<file path="config.mk">
export PLATFORM = sky130hd
export DESIGN_NAME = dpu_top
export DESIGN_NICKNAME = d
export VERILOG_FILES = /design/src/verilog/dpu_pkg.sv /design/src/verilog/dpu_step_if.sv /design/src/verilog/dpu_stepper.sv /design/src/verilog/dpu_top.sv
export SDC_FILE = /design/constraint.sdc
export NUM_CORES = 1
export LEC_CHECK = 0
export BUFFER_PORTS_ARGS = -buffer_cell sky130_fd_sc_hd__buf_2
export CAP_MARGIN = 10
export CORE_AREA = 2 2 124 126
export DETAILED_ROUTE_END_ITERATION = 16
export DIE_AREA = 0 0 126 128
export PLACE_DENSITY_LB_ADDON = 0.2
export SETUP_SLACK_MARGIN = 0.5
export SLEW_MARGIN = 20
export SYNTH_ARGS = -nofsm -noshare
export SYNTH_HDL_FRONTEND = slang
export SYNTH_SLANG_ARGS = --single-unit
</file>
<file path="constraint.sdc">
create_clock -name aclk -period 4.52 [get_ports aclk]
set_input_delay 0.452 -clock aclk [delete_from_list [all_inputs] [get_ports aclk]]
set_output_delay 0.452 -clock aclk [all_outputs]
set_load 0.01 [all_outputs]
</file>
<file path="src/verilog/dpu_pkg.sv">
// constants, field layout and operation codes for the pointer update block
// assumes one core clock and a decoder that flags each pointer operation
//
// What this block does
// - each pointer has its own decrement select
// - resolve physical pointer first, then its direction
// - decrement select also sets auto-update direction
// - pointer one auto-updates on its data accesses
// - pointer one steps up, down, or holds
// - pointer zero auto-updates on its data accesses
// - pointer zero steps up, down, or holds
// - pointer one increment obeys its decrement bit
// - pointer zero increment obeys its decrement bit
// - signature select set steers table reads
// - signature select clear targets code memory
// - config register layout, offset, zero reset
// - auto-update works for direct and inverted forms
// - active select picks the referenced pointer
// - config bit two always reads zero
// - inverted prefix flips select, except indexed jump
// - both pointers always reachable at own offsets
package dpu_pkg;

    // ****************************************************************
    // widths
    // ****************************************************************
    localparam int PTR_W  = 16;   // pointer width
    localparam int ADDR_W = 12;   // bus address width
    localparam int IDX_W  = 8;    // register index width

    // ****************************************************************
    // register indexes, byte address is four times the index
    // ****************************************************************
    localparam logic [7:0] IDX_PZ_LO = 8'h82;  // pointer_zero low
    localparam logic [7:0] IDX_PZ_HI = 8'h83;  // pointer_zero high
    localparam logic [7:0] IDX_PO_LO = 8'h84;  // pointer_one low
    localparam logic [7:0] IDX_PO_HI = 8'h85;  // pointer_one high
    localparam logic [7:0] IDX_CFG   = 8'hA2;  // pointer_config

    // ****************************************************************
    // pointer_config fields and reset
    // ****************************************************************
    localparam int B_SEL      = 0;   // active_ptr_sel
    localparam int B_ZERO_FIX = 2;   // always zero
    localparam int B_SIG      = 3;   // signature_select
    localparam int B_DOWN0    = 4;   // ptr_zero_down
    localparam int B_DOWN1    = 5;   // ptr_one_down
    localparam int B_STEP0    = 6;   // ptr_zero_autostep
    localparam int B_STEP1    = 7;   // ptr_one_autostep
    localparam logic [7:0] CFG_RST  = 8'h00;  // config reset
    localparam logic [7:0] CFG_WMSK = 8'hF9;  // storable bits
    localparam logic [15:0] PTR_RST = 16'h0000;  // pointer reset

    // ****************************************************************
    // bus responses
    // ****************************************************************
    localparam logic [1:0] RESP_OK  = 2'b00;  // okay
    localparam logic [1:0] RESP_ERR = 2'b10;  // slave error

    // ****************************************************************
    // operation kinds from the decoder
    // ****************************************************************
    typedef enum logic [2:0] {
        DPU_OP_NONE    = 3'b000,  // nothing
        DPU_OP_INC     = 3'b001,  // pointer increment instruction
        DPU_OP_XRD     = 3'b010,  // external data read
        DPU_OP_XWR     = 3'b011,  // external data write
        DPU_OP_TABLE   = 3'b100,  // code-table read
        DPU_OP_JMP     = 3'b101,  // indexed jump
        DPU_OP_IAP     = 3'b110   // in_application_programming access
    } dpu_op_t;

endpackage

</file>
<file path="src/verilog/dpu_step_if.sv">
// carrier between the pointer owner and one stepper
// assumes a purely combinational stepper on the far side
`timescale 1ns/100ps
interface dpu_step_if;
    import dpu_pkg::*;
    logic [PTR_W-1:0] cur;   // pointer before update
    logic             en;    // step requested
    logic             down;  // step direction
    logic [PTR_W-1:0] nxt;   // pointer after update
    // stepper side
    modport stepper (input cur, input en, input down, output nxt);
    // owner side
    modport owner (output cur, output en, output down, input nxt);
endinterface

</file>
<file path="src/verilog/dpu_stepper.sv">
// one-pointer up/down stepper
// assumes the owner registers the result
`timescale 1ns/100ps
module dpu_stepper (
    // step request and result
    dpu_step_if.stepper st
);
    import dpu_pkg::*;

    // ****************************************************************
    // step logic
    // ****************************************************************
    // natural 16-bit wrap on both directions
    always_comb begin
        if (!st.en) begin
            st.nxt = st.cur;                    // hold
        end else if (st.down) begin
            st.nxt = st.cur - 16'h0001;
        end else begin
            st.nxt = st.cur + 16'h0001;
        end
    end
endmodule

</file>
<file path="src/verilog/dpu_top.sv">
// dual data pointer update logic with its register slave
// assumes decoder ops on the core clock, one-cycle op_valid pulses
`timescale 1ns/100ps
module dpu_top (
    // clock, reset, enable
    input  wire logic                 aclk,
    input  wire logic                 aresetn,
    input  wire logic                 ce,
    // write address channel
    input  wire logic                 awvalid,
    output logic                      awready,
    input  wire logic [dpu_pkg::ADDR_W-1:0] awaddr,
    input  wire logic [2:0]           awprot,
    // write data channel
    input  wire logic                 wvalid,
    output logic                      wready,
    input  wire logic [31:0]          wdata,
    input  wire logic [3:0]           wstrb,
    // write response channel
    output logic                      bvalid,
    input  wire logic                 bready,
    output logic [1:0]                bresp,
    // read address channel
    input  wire logic                 arvalid,
    output logic                      arready,
    input  wire logic [dpu_pkg::ADDR_W-1:0] araddr,
    input  wire logic [2:0]           arprot,
    // read data channel
    output logic                      rvalid,
    input  wire logic                 rready,
    output logic [31:0]               rdata,
    output logic [1:0]                rresp,
    // decoder operations
    input  wire logic                 op_valid,
    input  wire dpu_pkg::dpu_op_t     op_kind,
    input  wire logic                 op_inverted,
    // memory access results
    output logic                      acc_valid,
    output logic [dpu_pkg::PTR_W-1:0] acc_addr,
    output logic                      acc_sig,
    output dpu_pkg::dpu_op_t          acc_kind
);
    import dpu_pkg::*;

    // ****************************************************************
    // state
    // ****************************************************************
    logic [7:0]       cfg_q;        // pointer_config
    logic [PTR_W-1:0] ptr_q [2];    // pointer_zero, pointer_one
    logic [PTR_W-1:0] ptr_nxt [2];  // stepper results
    logic [1:0]       step_en;      // per pointer step
    logic [1:0]       ptr_wr;       // per pointer bus write
    logic             aw_have_q;    // address held
    logic             w_have_q;     // data held
    logic [IDX_W-1:0] aw_idx_q;     // held write index
    logic [7:0]       wbyte_q;      // held write byte
    logic             wlane_q;      // low lane enabled
    logic             bvalid_q;     // response pending
    logic [1:0]       bresp_q;      // response code
    logic             rvalid_q;     // read data pending
    logic [31:0]      rdata_q;      // read data
    logic [1:0]       rresp_q;      // read code
    logic             acc_valid_q;  // access pulse
    logic [PTR_W-1:0] acc_addr_q;   // access address
    logic             acc_sig_q;    // signature target
    dpu_op_t          acc_kind_q;   // access kind

    // ****************************************************************
    // operation decode
    // ****************************************************************
    logic             op_fire;      // op taken this cycle
    logic             phys;         // physical pointer chosen
    logic             is_data;      // table or external access
    logic [PTR_W-1:0] sel_ptr;      // pointer value used
    logic [PTR_W-1:0] alt_ptr;      // pointer not selected
    logic             do_write;     // bus write this cycle
    logic             ar_fire;      // read address taken
    logic [IDX_W-1:0] ar_idx;       // read index

    assign op_fire = ce && op_valid;
    // pick the pointer: prefix flips select, jump ignores it
    assign phys = cfg_q[B_SEL] ^
                  (op_inverted && op_kind != DPU_OP_JMP);
    // accesses that may carry an automatic update
    assign is_data = (op_kind == DPU_OP_XRD) ||
                     (op_kind == DPU_OP_XWR) ||
                     (op_kind == DPU_OP_TABLE);
    assign sel_ptr = ptr_q[phys];
    assign alt_ptr = ptr_q[~cfg_q[B_SEL]];

    // ****************************************************************
    // per pointer stepping
    // ****************************************************************
    // index 0 uses zero bits, index 1 uses one bits
    genvar g;
    generate
        for (g = 0; g < 2; g++) begin : gen_ptr
            dpu_step_if u_if ();
            logic up_bit;    // autostep for this pointer
            logic dn_bit;    // down select for this pointer
            assign up_bit = (g == 0) ? cfg_q[B_STEP0] : cfg_q[B_STEP1];
            assign dn_bit = (g == 0) ? cfg_q[B_DOWN0] : cfg_q[B_DOWN1];
            // increment or auto-update aimed at this pointer
            assign step_en[g] = op_fire && (phys == g[0]) &&
                ((op_kind == DPU_OP_INC) ||
                 (is_data && up_bit));
            assign u_if.cur  = ptr_q[g];
            assign u_if.en   = step_en[g];
            assign u_if.down = dn_bit;
            assign ptr_nxt[g] = u_if.nxt;
            dpu_stepper u_st (
                .st (u_if.stepper)
            );
        end
    endgenerate

    // ****************************************************************
    // register slave: write path
    // ****************************************************************
    // take each channel once, write when both are held
    assign awready  = ce && !aw_have_q && !bvalid_q;
    assign wready   = ce && !w_have_q && !bvalid_q;
    assign do_write = ce && aw_have_q && w_have_q && !bvalid_q;
    // which pointer the pending write touches
    assign ptr_wr[0] = do_write && wlane_q &&
        (aw_idx_q == IDX_PZ_LO || aw_idx_q == IDX_PZ_HI);
    assign ptr_wr[1] = do_write && wlane_q &&
        (aw_idx_q == IDX_PO_LO || aw_idx_q == IDX_PO_HI);
    // address capture
    always_ff @(posedge aclk) begin
        if (!aresetn) begin
            aw_have_q <= 1'b0;
            aw_idx_q  <= 8'h00;
        end else if (ce) begin
            if (awvalid && awready) begin
                aw_have_q <= 1'b1;                     // held
                aw_idx_q  <= awaddr[IDX_W+1:2];
            end else if (do_write) begin
                aw_have_q <= 1'b0;                     // consumed
            end
        end
    end
    // data capture, only the low byte lane carries register data
    always_ff @(posedge aclk) begin
        if (!aresetn) begin
            w_have_q <= 1'b0;
            wbyte_q  <= 8'h00;
            wlane_q  <= 1'b0;
        end else if (ce) begin
            if (wvalid && wready) begin
                w_have_q <= 1'b1;                      // held
                wbyte_q  <= wdata[7:0];
                wlane_q  <= wstrb[0];
            end else if (do_write) begin
                w_have_q <= 1'b0;                      // consumed
            end
        end
    end
    // write response
    always_ff @(posedge aclk) begin
        if (!aresetn) begin
            bvalid_q <= 1'b0;
            bresp_q  <= RESP_OK;
        end else if (ce) begin
            if (do_write) begin
                bvalid_q <= 1'b1;
                if (aw_idx_q == IDX_CFG ||
                    (aw_idx_q >= IDX_PZ_LO && aw_idx_q <= IDX_PO_HI)) begin
                    bresp_q <= RESP_OK;
                end else begin
                    bresp_q <= RESP_ERR;               // unmapped
                end
            end else if (bready) begin
                bvalid_q <= 1'b0;
            end
        end
    end

    assign bvalid = bvalid_q;
    assign bresp  = bresp_q;

    // ****************************************************************
    // configuration register
    // ****************************************************************
    // bits 2 and 1 never store, so they read zero
    always_ff @(posedge aclk) begin
        if (!aresetn) begin
            cfg_q <= CFG_RST;
        end else if (ce) begin
            if (do_write && wlane_q && aw_idx_q == IDX_CFG) begin
                cfg_q <= wbyte_q & CFG_WMSK;
            end
        end
    end

    // ****************************************************************
    // pointers
    // ****************************************************************
    // a bus write to a pointer overrides its step that cycle
    always_ff @(posedge aclk) begin
        if (!aresetn) begin
            ptr_q[0] <= PTR_RST;
            ptr_q[1] <= PTR_RST;
        end else if (ce) begin
            for (int i = 0; i < 2; i++) begin
                if (!ptr_wr[i]) begin
                    ptr_q[i] <= ptr_nxt[i];
                end else if (aw_idx_q[0]) begin
                    ptr_q[i][15:8] <= wbyte_q;
                end else begin
                    ptr_q[i][7:0] <= wbyte_q;
                end
            end
        end
    end

    // ****************************************************************
    // memory access outputs
    // ****************************************************************
    // address is the value before any update
    always_ff @(posedge aclk) begin
        if (!aresetn) begin
            acc_valid_q <= 1'b0;
            acc_addr_q  <= PTR_RST;
            acc_sig_q   <= 1'b0;
            acc_kind_q  <= DPU_OP_NONE;
        end else if (ce) begin
            acc_valid_q <= op_valid;
            if (op_valid) begin
                acc_addr_q <= sel_ptr;
                acc_kind_q <= op_kind;
                acc_sig_q  <= cfg_q[B_SIG] &&
                    (op_kind == DPU_OP_TABLE || op_kind == DPU_OP_IAP);
            end
        end
    end

    assign acc_valid = acc_valid_q;
    assign acc_addr  = acc_addr_q;
    assign acc_sig   = acc_sig_q;
    assign acc_kind  = acc_kind_q;

    // ****************************************************************
    // register slave: read path
    // ****************************************************************
    assign arready = ce && !rvalid_q;
    assign ar_fire = arvalid && arready;
    assign ar_idx  = araddr[IDX_W+1:2];
    // one read in flight, data on the following cycle
    always_ff @(posedge aclk) begin
        if (!aresetn) begin
            rvalid_q <= 1'b0;
            rdata_q  <= 32'h0000_0000;
            rresp_q  <= RESP_OK;
        end else if (ce) begin
            if (ar_fire) begin
                rvalid_q <= 1'b1;
                rresp_q  <= RESP_OK;
                if (ar_idx == IDX_CFG) begin
                    rdata_q <= {24'h000000, cfg_q};
                end else if (ar_idx == IDX_PZ_LO || ar_idx == IDX_PO_LO) begin
                    rdata_q <= {24'h000000, ptr_q[ar_idx[2]][7:0]};
                end else if (ar_idx == IDX_PZ_HI || ar_idx == IDX_PO_HI) begin
                    rdata_q <= {24'h000000, ptr_q[ar_idx[2]][15:8]};
                end else begin
                    rdata_q <= 32'h0000_0000;          // unmapped
                    rresp_q <= RESP_ERR;
                end
            end else if (rready) begin
                rvalid_q <= 1'b0;
            end
        end
    end

    assign rvalid = rvalid_q;
    assign rdata  = rdata_q;
    assign rresp  = rresp_q;
endmodule

</file>
### Word level (Yosys, flattened, before mapping)

Memories as Yosys holds them, arrays and structs flattened. A register that Yosys moved wholly into a read port is not among the register bits.
Index checks and enable logic that the tools add are counted.

| word-level totals | value |
|---|---|
| register bits | 68 |
| memory bits (writable) | 32 |
| bits of input ports | 79 |
| output and inout bits | 62 |
| logic and storage cells | 150 |
| memories | 1 |

Memories:

| memory | depth | width | read ports | clocked after memory_dff | write ports | RTL line | source |
|---|---|---|---|---|---|---|---|
| ptr_q | 2 | 16 | 4 | 1 | 2 | dpu_top.sv:49 | `logic [PTR_W-1:0] ptr_q [2];` |

| operators by class | value |
|---|---|
| add/subtract/negate cells | 4 |
| $lt $le $gt $ge | 2 |
| equal/unequal tests | 16 |
| mux-type cells | 51 |
| bitwise gates (word level) | 8 |
| reductions and logical operators | 54 |

Operator list:

| operator | count |
|---|---|
| $mux W16 | 6 |
| $eq A8 B8 Y1 const B | 10 |
| $mux W8 | 7 |
| $mux W1 | 34 |
| $add A16 B1 Y16 const B | 2 |
| $sub A16 B1 Y16 const B | 2 |
| $logic_and A1 B1 Y1 | 25 |
| $reduce_and A2 Y1 | 10 |
| $logic_or A1 B1 Y1 | 10 |
| $ge A8 B8 Y1 const B | 1 |
| $le A8 B8 Y1 const B | 1 |
| $mux W2 | 4 |
| $reduce_bool A2 Y1 | 4 |
| $eq A3 B2 Y1 const B | 2 |
| $eq A3 B3 Y1 const B | 2 |
| $or A1 B1 Y1 | 6 |
| $logic_not A1 Y1 | 5 |
| $eq A3 B1 Y1 const B | 1 |
| $ne A3 B3 Y1 const B | 1 |
| $not A1 Y1 | 1 |
| $xor A1 B1 Y1 | 1 |

### Depth between registers and ports, before layout

| logic depth | value |
|---|---|
| word-level depth | 11 |
| depth in mapped cells | 9 |
| depth with buffers taken out | 9 |

### Modules after synthesis

From an unflattened synthesis, not the netlist that was laid out.

| unflattened totals | value |
|---|---|
| cells, all modules | 737 |
| area, all modules | 6359.8 um^2 |

Modules (own cells, without submodules):

| module | times used | cells each | area each (um^2) | seq. area each (um^2) |
|---|---|---|---|---|
| dpu_top | 1 | 497 | 4553.1 | 2122.0 |
| dpu_stepper | 2 | 120 | 903.4 | 0.0 |

### Worst setup path after synthesis

Ideal clock, no wire load.

| timing path | value |
|---|---|
| path type | input to register |
| start point | input ce |
| end point | memory ptr_q[1][0] (enable) |
| setup time | 0.384 ns |
| arrival | 2.160 ns |
| data required time | 4.136 ns |
| slack | 1.976 ns |
| stages on the path | 7 |
| buffers on the path | 2 |
| path through | nor2b_2 and3_1 buf_4 nand3_4 or3_4 buf_6 o21ai_0 |

RTL lines:

| what | RTL line | source |
|---|---|---|
| start: declaration | dpu_top.sv:8 | `input wire logic ce,` |
| end: declaration | dpu_top.sv:49 |  |

==> load_flow_metrics.sql <==
INSERT INTO impl_metrics (metric_group, metric, value, unit) VALUES
('cts', 'clk_latency', '0.36', 'ns'),
('worst_setup_path', 'worstPathMaxFanout', '18', ''),
('timing', 'final.min_clock_period', '2.99', 'ns'),
('cts', 'ctsHtreeMaxLevel', '3', ''),
('floorplanning', 'die_h', '128', 'µm'),
('timing', 'finalCritPeriodShare', '66.0', '%'),
('detailed_routing', 'routed_wl', '14800', 'µm'),
('place', 'detailedPlacementHpwl', '11200', 'µm'),
('synth', 'synth-seq-cells', '90', ''),
('timing', 'timing_max_transition_violations_final', '0', ''),
('detailed_routing', 'num_vias', '4755', ''),
('timing', 'report.final.hold_viol_count', '0', ''),
('worst_setup_path', 'critical_path.reg2reg.startpoint', 'cfg_q[5]$_SDFFE_PN0P_', ''),
('floorplanning', 'floorplan.die.width', '126', 'µm'),
('detailed_routing', 'wl_per_cell', '17.0', 'µm'),
('run_status', 'run_status', 'complete, no violations', ''),
('cts', 'cts_resized', '0', ''),
('synth', 'post_synth_edffs', '32', ''),
('synth', 'synth_cell_types', '70', ''),
('worst_setup_path', 'worstPathCellList', 'ha_1 -> a211oi_1 -> o21bai_1 -> or3_1 -> a21oi_1 -> o31ai_1 -> xnor2_1 -> o31ai_1', ''),
('cts', 'post_cts_setup_buffers', '0', ''),
('floorplanning', 'ioPinCount', '141', ''),
('place', 'post_dp_cell_area', '6310', 'µm²'),
('floorplanning', 'placement_rows', '45', ''),
('min_path', 'timing.hold.worst.start', 'awaddr[9]', ''),
('cts', 'cts.reportedPaths.clkPinSlew', '0.07', 'ns'),
('worst_setup_path', 'setup.worst_path.class', 'register to register', ''),
('layout', 'layout.nets', '790', ''),
('timing', 'finalHoldWorstSlack', '0.346', 'ns'),
('global_routing', 'first_global_vias', '4470', ''),
('layout', 'fillCellCount', '1497', ''),
('synth', 'netlist_instances', '621', ''),
('synth', 'syn-mean-instance-area', '9.51', 'µm²'),
('detailed_routing', 'drtPass1Iterations', '5', ''),
('synth', 'synth_sequential_area_ratio', '35.9', '%'),
('cts', 'clockRootBuffer', 'sky130_fd_sc_hd__clkbuf_16', ''),
('run', 'drv_cap', '0', ''),
('power_and_ir_drop', 'power_density_cells', '295', 'nW/µm²'),
('place', 'port_buffers', '73', ''),
('cts', 'clock_tree.buffer_depth', '2', ''),
('layout', 'area_growth', '11.9', '%'),
('global_routing', 'grt_remaining_overflow', '0', ''),
('cts', 'clock_sink_count', '90', ''),
('min_path', 'holdCritPathClass', 'input port to register', ''),
('layout', 'drive_gt1_share', '20.3', '%'),
('detailed_routing', 'viasPerCell', '5.44', ''),
('floorplanning', 'start_util', '39.7', '%'),
('worst_setup_path', 'required_arrival_time_at_the_worst_endpoint', '4.71', 'ns'),
('worst_setup_path', 'critPathLaunchType', 'register', ''),
('timing', 'slew_headroom', '38.6', '%'),
('detailed_routing', 'remaining_drc_errors', '0', ''),
('place', 'numPlacedInstances', '858', ''),
('worst_setup_path', 'cp_top_family', 'compound AO/OA/AOI/OAI gates', ''),
('layout', 'sequential_cell_area', '2120', 'µm²'),
('global_routing', 'number_of_antenna_violations_at_the_first_check_in_global_routing', '0', ''),
('layout', 'post_layout_nonfiller_instances', '874', ''),
('worst_setup_path', 'path_common_cell', 'sky130_fd_sc_hd__o31ai_1', ''),
('worst_setup_path', 'r2r_setup_slack', '1.53', 'ns'),
('synth', 'synth_area', '5910', 'µm²'),
('timing', 'worst-slew-pin-transition', '0.921', 'ns'),
('power_and_ir_drop', 'max-vdd-ir-drop', '0.000178', 'V'),
('worst_setup_path', 'critPathSlowestCell', 'sky130_fd_sc_hd__dfxtp_1', ''),
('cts', 'cts_inserted_buffers', '9', ''),
('power_and_ir_drop', 'p_leak', '0.00297', 'µW'),
('synth', 'synth_top_area_cell', 'sky130_fd_sc_hd__dfxtp_1', ''),
('timing', 'setup_total_negative_slack', '0', 'ns'),
('cts', 'clock_tree_from_tritoncts', 'yes', ''),
('layout', 'final_util', '44.5', '%'),
('global_routing', 'grt_pass1_wl', '23800', 'µm'),
('synth', 'yosys_most_used_dff', 'sky130_fd_sc_hd__dfxtp_1', ''),
('detailed_routing', 'route.antenna.remaining_nets', '0', '');
## state kept, by name, indices dropped and copies added (netlist names), 3 cells and up
register / count
acc_addr: 16
acc_kind: 3
aw_idx_q: 8
cfg_q: 6
ptr_q: 32
rdata: 8
wbyte_q: 8
## metal layers
metal / vias to the layer above / track usage [%] / wire length [µm]
met4: 0 / 5.82 / 259
met2: 134 / 28.7 / 6530
met3: 18 / 3.59 / 945
li1: 2343 / - / -
met1: 2260 / 26.6 / 7100
met5: - / 0 / 0
## per-stage QoR
stage,total power [µW],setup slack [ns]
after global placement,1190,1.24
after floorplan,1120,1.98
after CTS,1960,1.53
after global routing,2030,1.28
after detailed placement,1200,1.19
final,1950,1.53
## path summary, 6_finish.rpt
check / endpoint / cells past startpoint
worst min-delay path: aw_idx_q[7]$_SDFFE_PN0P_ / 3
worst min register to register: aw_idx_q[7]$_SDFFE_PN0P_ / 2
worst max-delay path: ptr_q[1][14]$_DFFE_PP_ / 8
worst max register to register: ptr_q[1][14]$_DFFE_PP_ / 8
## power breakdown
group          total [µW]  switching [µW]  internal, µW
clock network         773             347           426
logic                 250             143           107
registers             928            47.0           881
## Yosys cell counts (3+ instances only)
master and count:
sky130_fd_sc_hd__or3_1 5, sky130_fd_sc_hd__nor3b_1 5, sky130_fd_sc_hd__nand3_1 13, sky130_fd_sc_hd__o31ai_1 11, sky130_fd_sc_hd__a221oi_1 4, sky130_fd_sc_hd__nand2b_1 7
sky130_fd_sc_hd__a211oi_1 3, sky130_fd_sc_hd__mux4_2 8, sky130_fd_sc_hd__nand2_1 96, sky130_fd_sc_hd__ha_1 28, sky130_fd_sc_hd__nor3_1 8, sky130_fd_sc_hd__a21boi_0 27
sky130_fd_sc_hd__xnor2_1 18, sky130_fd_sc_hd__inv_1 4, sky130_fd_sc_hd__buf_2 4, sky130_fd_sc_hd__xor2_1 7, sky130_fd_sc_hd__a21o_1 14, sky130_fd_sc_hd__nand4_1 4
sky130_fd_sc_hd__a211oi_2 3, sky130_fd_sc_hd__edfxtp_1 32, sky130_fd_sc_hd__o21a_1 3, sky130_fd_sc_hd__and3_1 4, sky130_fd_sc_hd__nor2b_1 16, sky130_fd_sc_hd__a21oi_1 28
sky130_fd_sc_hd__nor2_1 27, sky130_fd_sc_hd__clkbuf_1 17, sky130_fd_sc_hd__mux2i_1 28, sky130_fd_sc_hd__o21ai_0 16, sky130_fd_sc_hd__a21oi_2 7, sky130_fd_sc_hd__nor2_2 7
sky130_fd_sc_hd__a31oi_1 7, sky130_fd_sc_hd__dfxtp_1 58, sky130_fd_sc_hd__buf_4 28, sky130_fd_sc_hd__and2_1 8, sky130_fd_sc_hd__o211a_1 17
## layout make-up
class                   count  area share, %
clock inverters             4          0.454
well taps                 188           3.56
clock buffers              12           4.05
repair buffers             78           6.10
inverters                   4          0.227
multi-input cells         498           53.5
flip-flops and latches     90           32.1
## placed cells by master, fill, tap and decap left out, types with 7 or more instances in the layout
| cell type | synthesis | routed |
|---|---|---|
| sky130_fd_sc_hd__a21boi_0 | 27 | 27 |
| sky130_fd_sc_hd__a21o_1 | 14 | 14 |
| sky130_fd_sc_hd__a21oi_1 | 28 | 28 |
| sky130_fd_sc_hd__a21oi_2 | 7 | 7 |
| sky130_fd_sc_hd__a31oi_1 | 7 | 7 |
| sky130_fd_sc_hd__and2_1 | 8 | 8 |
| sky130_fd_sc_hd__buf_2 | 4 | 73 |
| sky130_fd_sc_hd__clkbuf_16 | 0 | 10 |
| sky130_fd_sc_hd__conb_1 | 1 | 26 |
| sky130_fd_sc_hd__dfxtp_1 | 58 | 58 |
| sky130_fd_sc_hd__edfxtp_1 | 32 | 32 |
| sky130_fd_sc_hd__ha_1 | 28 | 28 |
| sky130_fd_sc_hd__mux2i_1 | 28 | 28 |
| sky130_fd_sc_hd__mux4_2 | 8 | 8 |
| sky130_fd_sc_hd__nand2_1 | 96 | 96 |
| sky130_fd_sc_hd__nand2b_1 | 7 | 7 |
| sky130_fd_sc_hd__nand3_1 | 13 | 13 |
| sky130_fd_sc_hd__nor2_1 | 27 | 27 |
| sky130_fd_sc_hd__nor2_2 | 7 | 7 |
| sky130_fd_sc_hd__nor2b_1 | 16 | 16 |
| sky130_fd_sc_hd__nor3_1 | 8 | 8 |
| sky130_fd_sc_hd__o211a_1 | 17 | 17 |
| sky130_fd_sc_hd__o21ai_0 | 16 | 15 |
| sky130_fd_sc_hd__o31ai_1 | 11 | 11 |
| sky130_fd_sc_hd__xnor2_1 | 18 | 18 |
| sky130_fd_sc_hd__xor2_1 | 7 | 7 |
## worst reg2reg max path: cells and delay by family, from the launching register on
family / cells / cell delay (ns)
and+or+nand+nor: 1 / 0.38
adders and majority gates: 1 / 0.44
AOI/OAI and AO/OA: 5 / 1.00
xor gates and xnor gates: 1 / 0.14
DFF: 1 / 0.87
## kinds of logic after synthesis
kind of cell / synth area share (%)
AND/OR/NAND/NOR: 19.6
buffers and inverters: 5.82
flip-flops: 35.9
AO/OA/AOI/OAI: 19.8
XOR/XNOR: 4.17
other: 0.0635
multiplexers: 7.98
adder cells (fa/ha/maj): 6.61
Power figures use the tool's default switching activity.
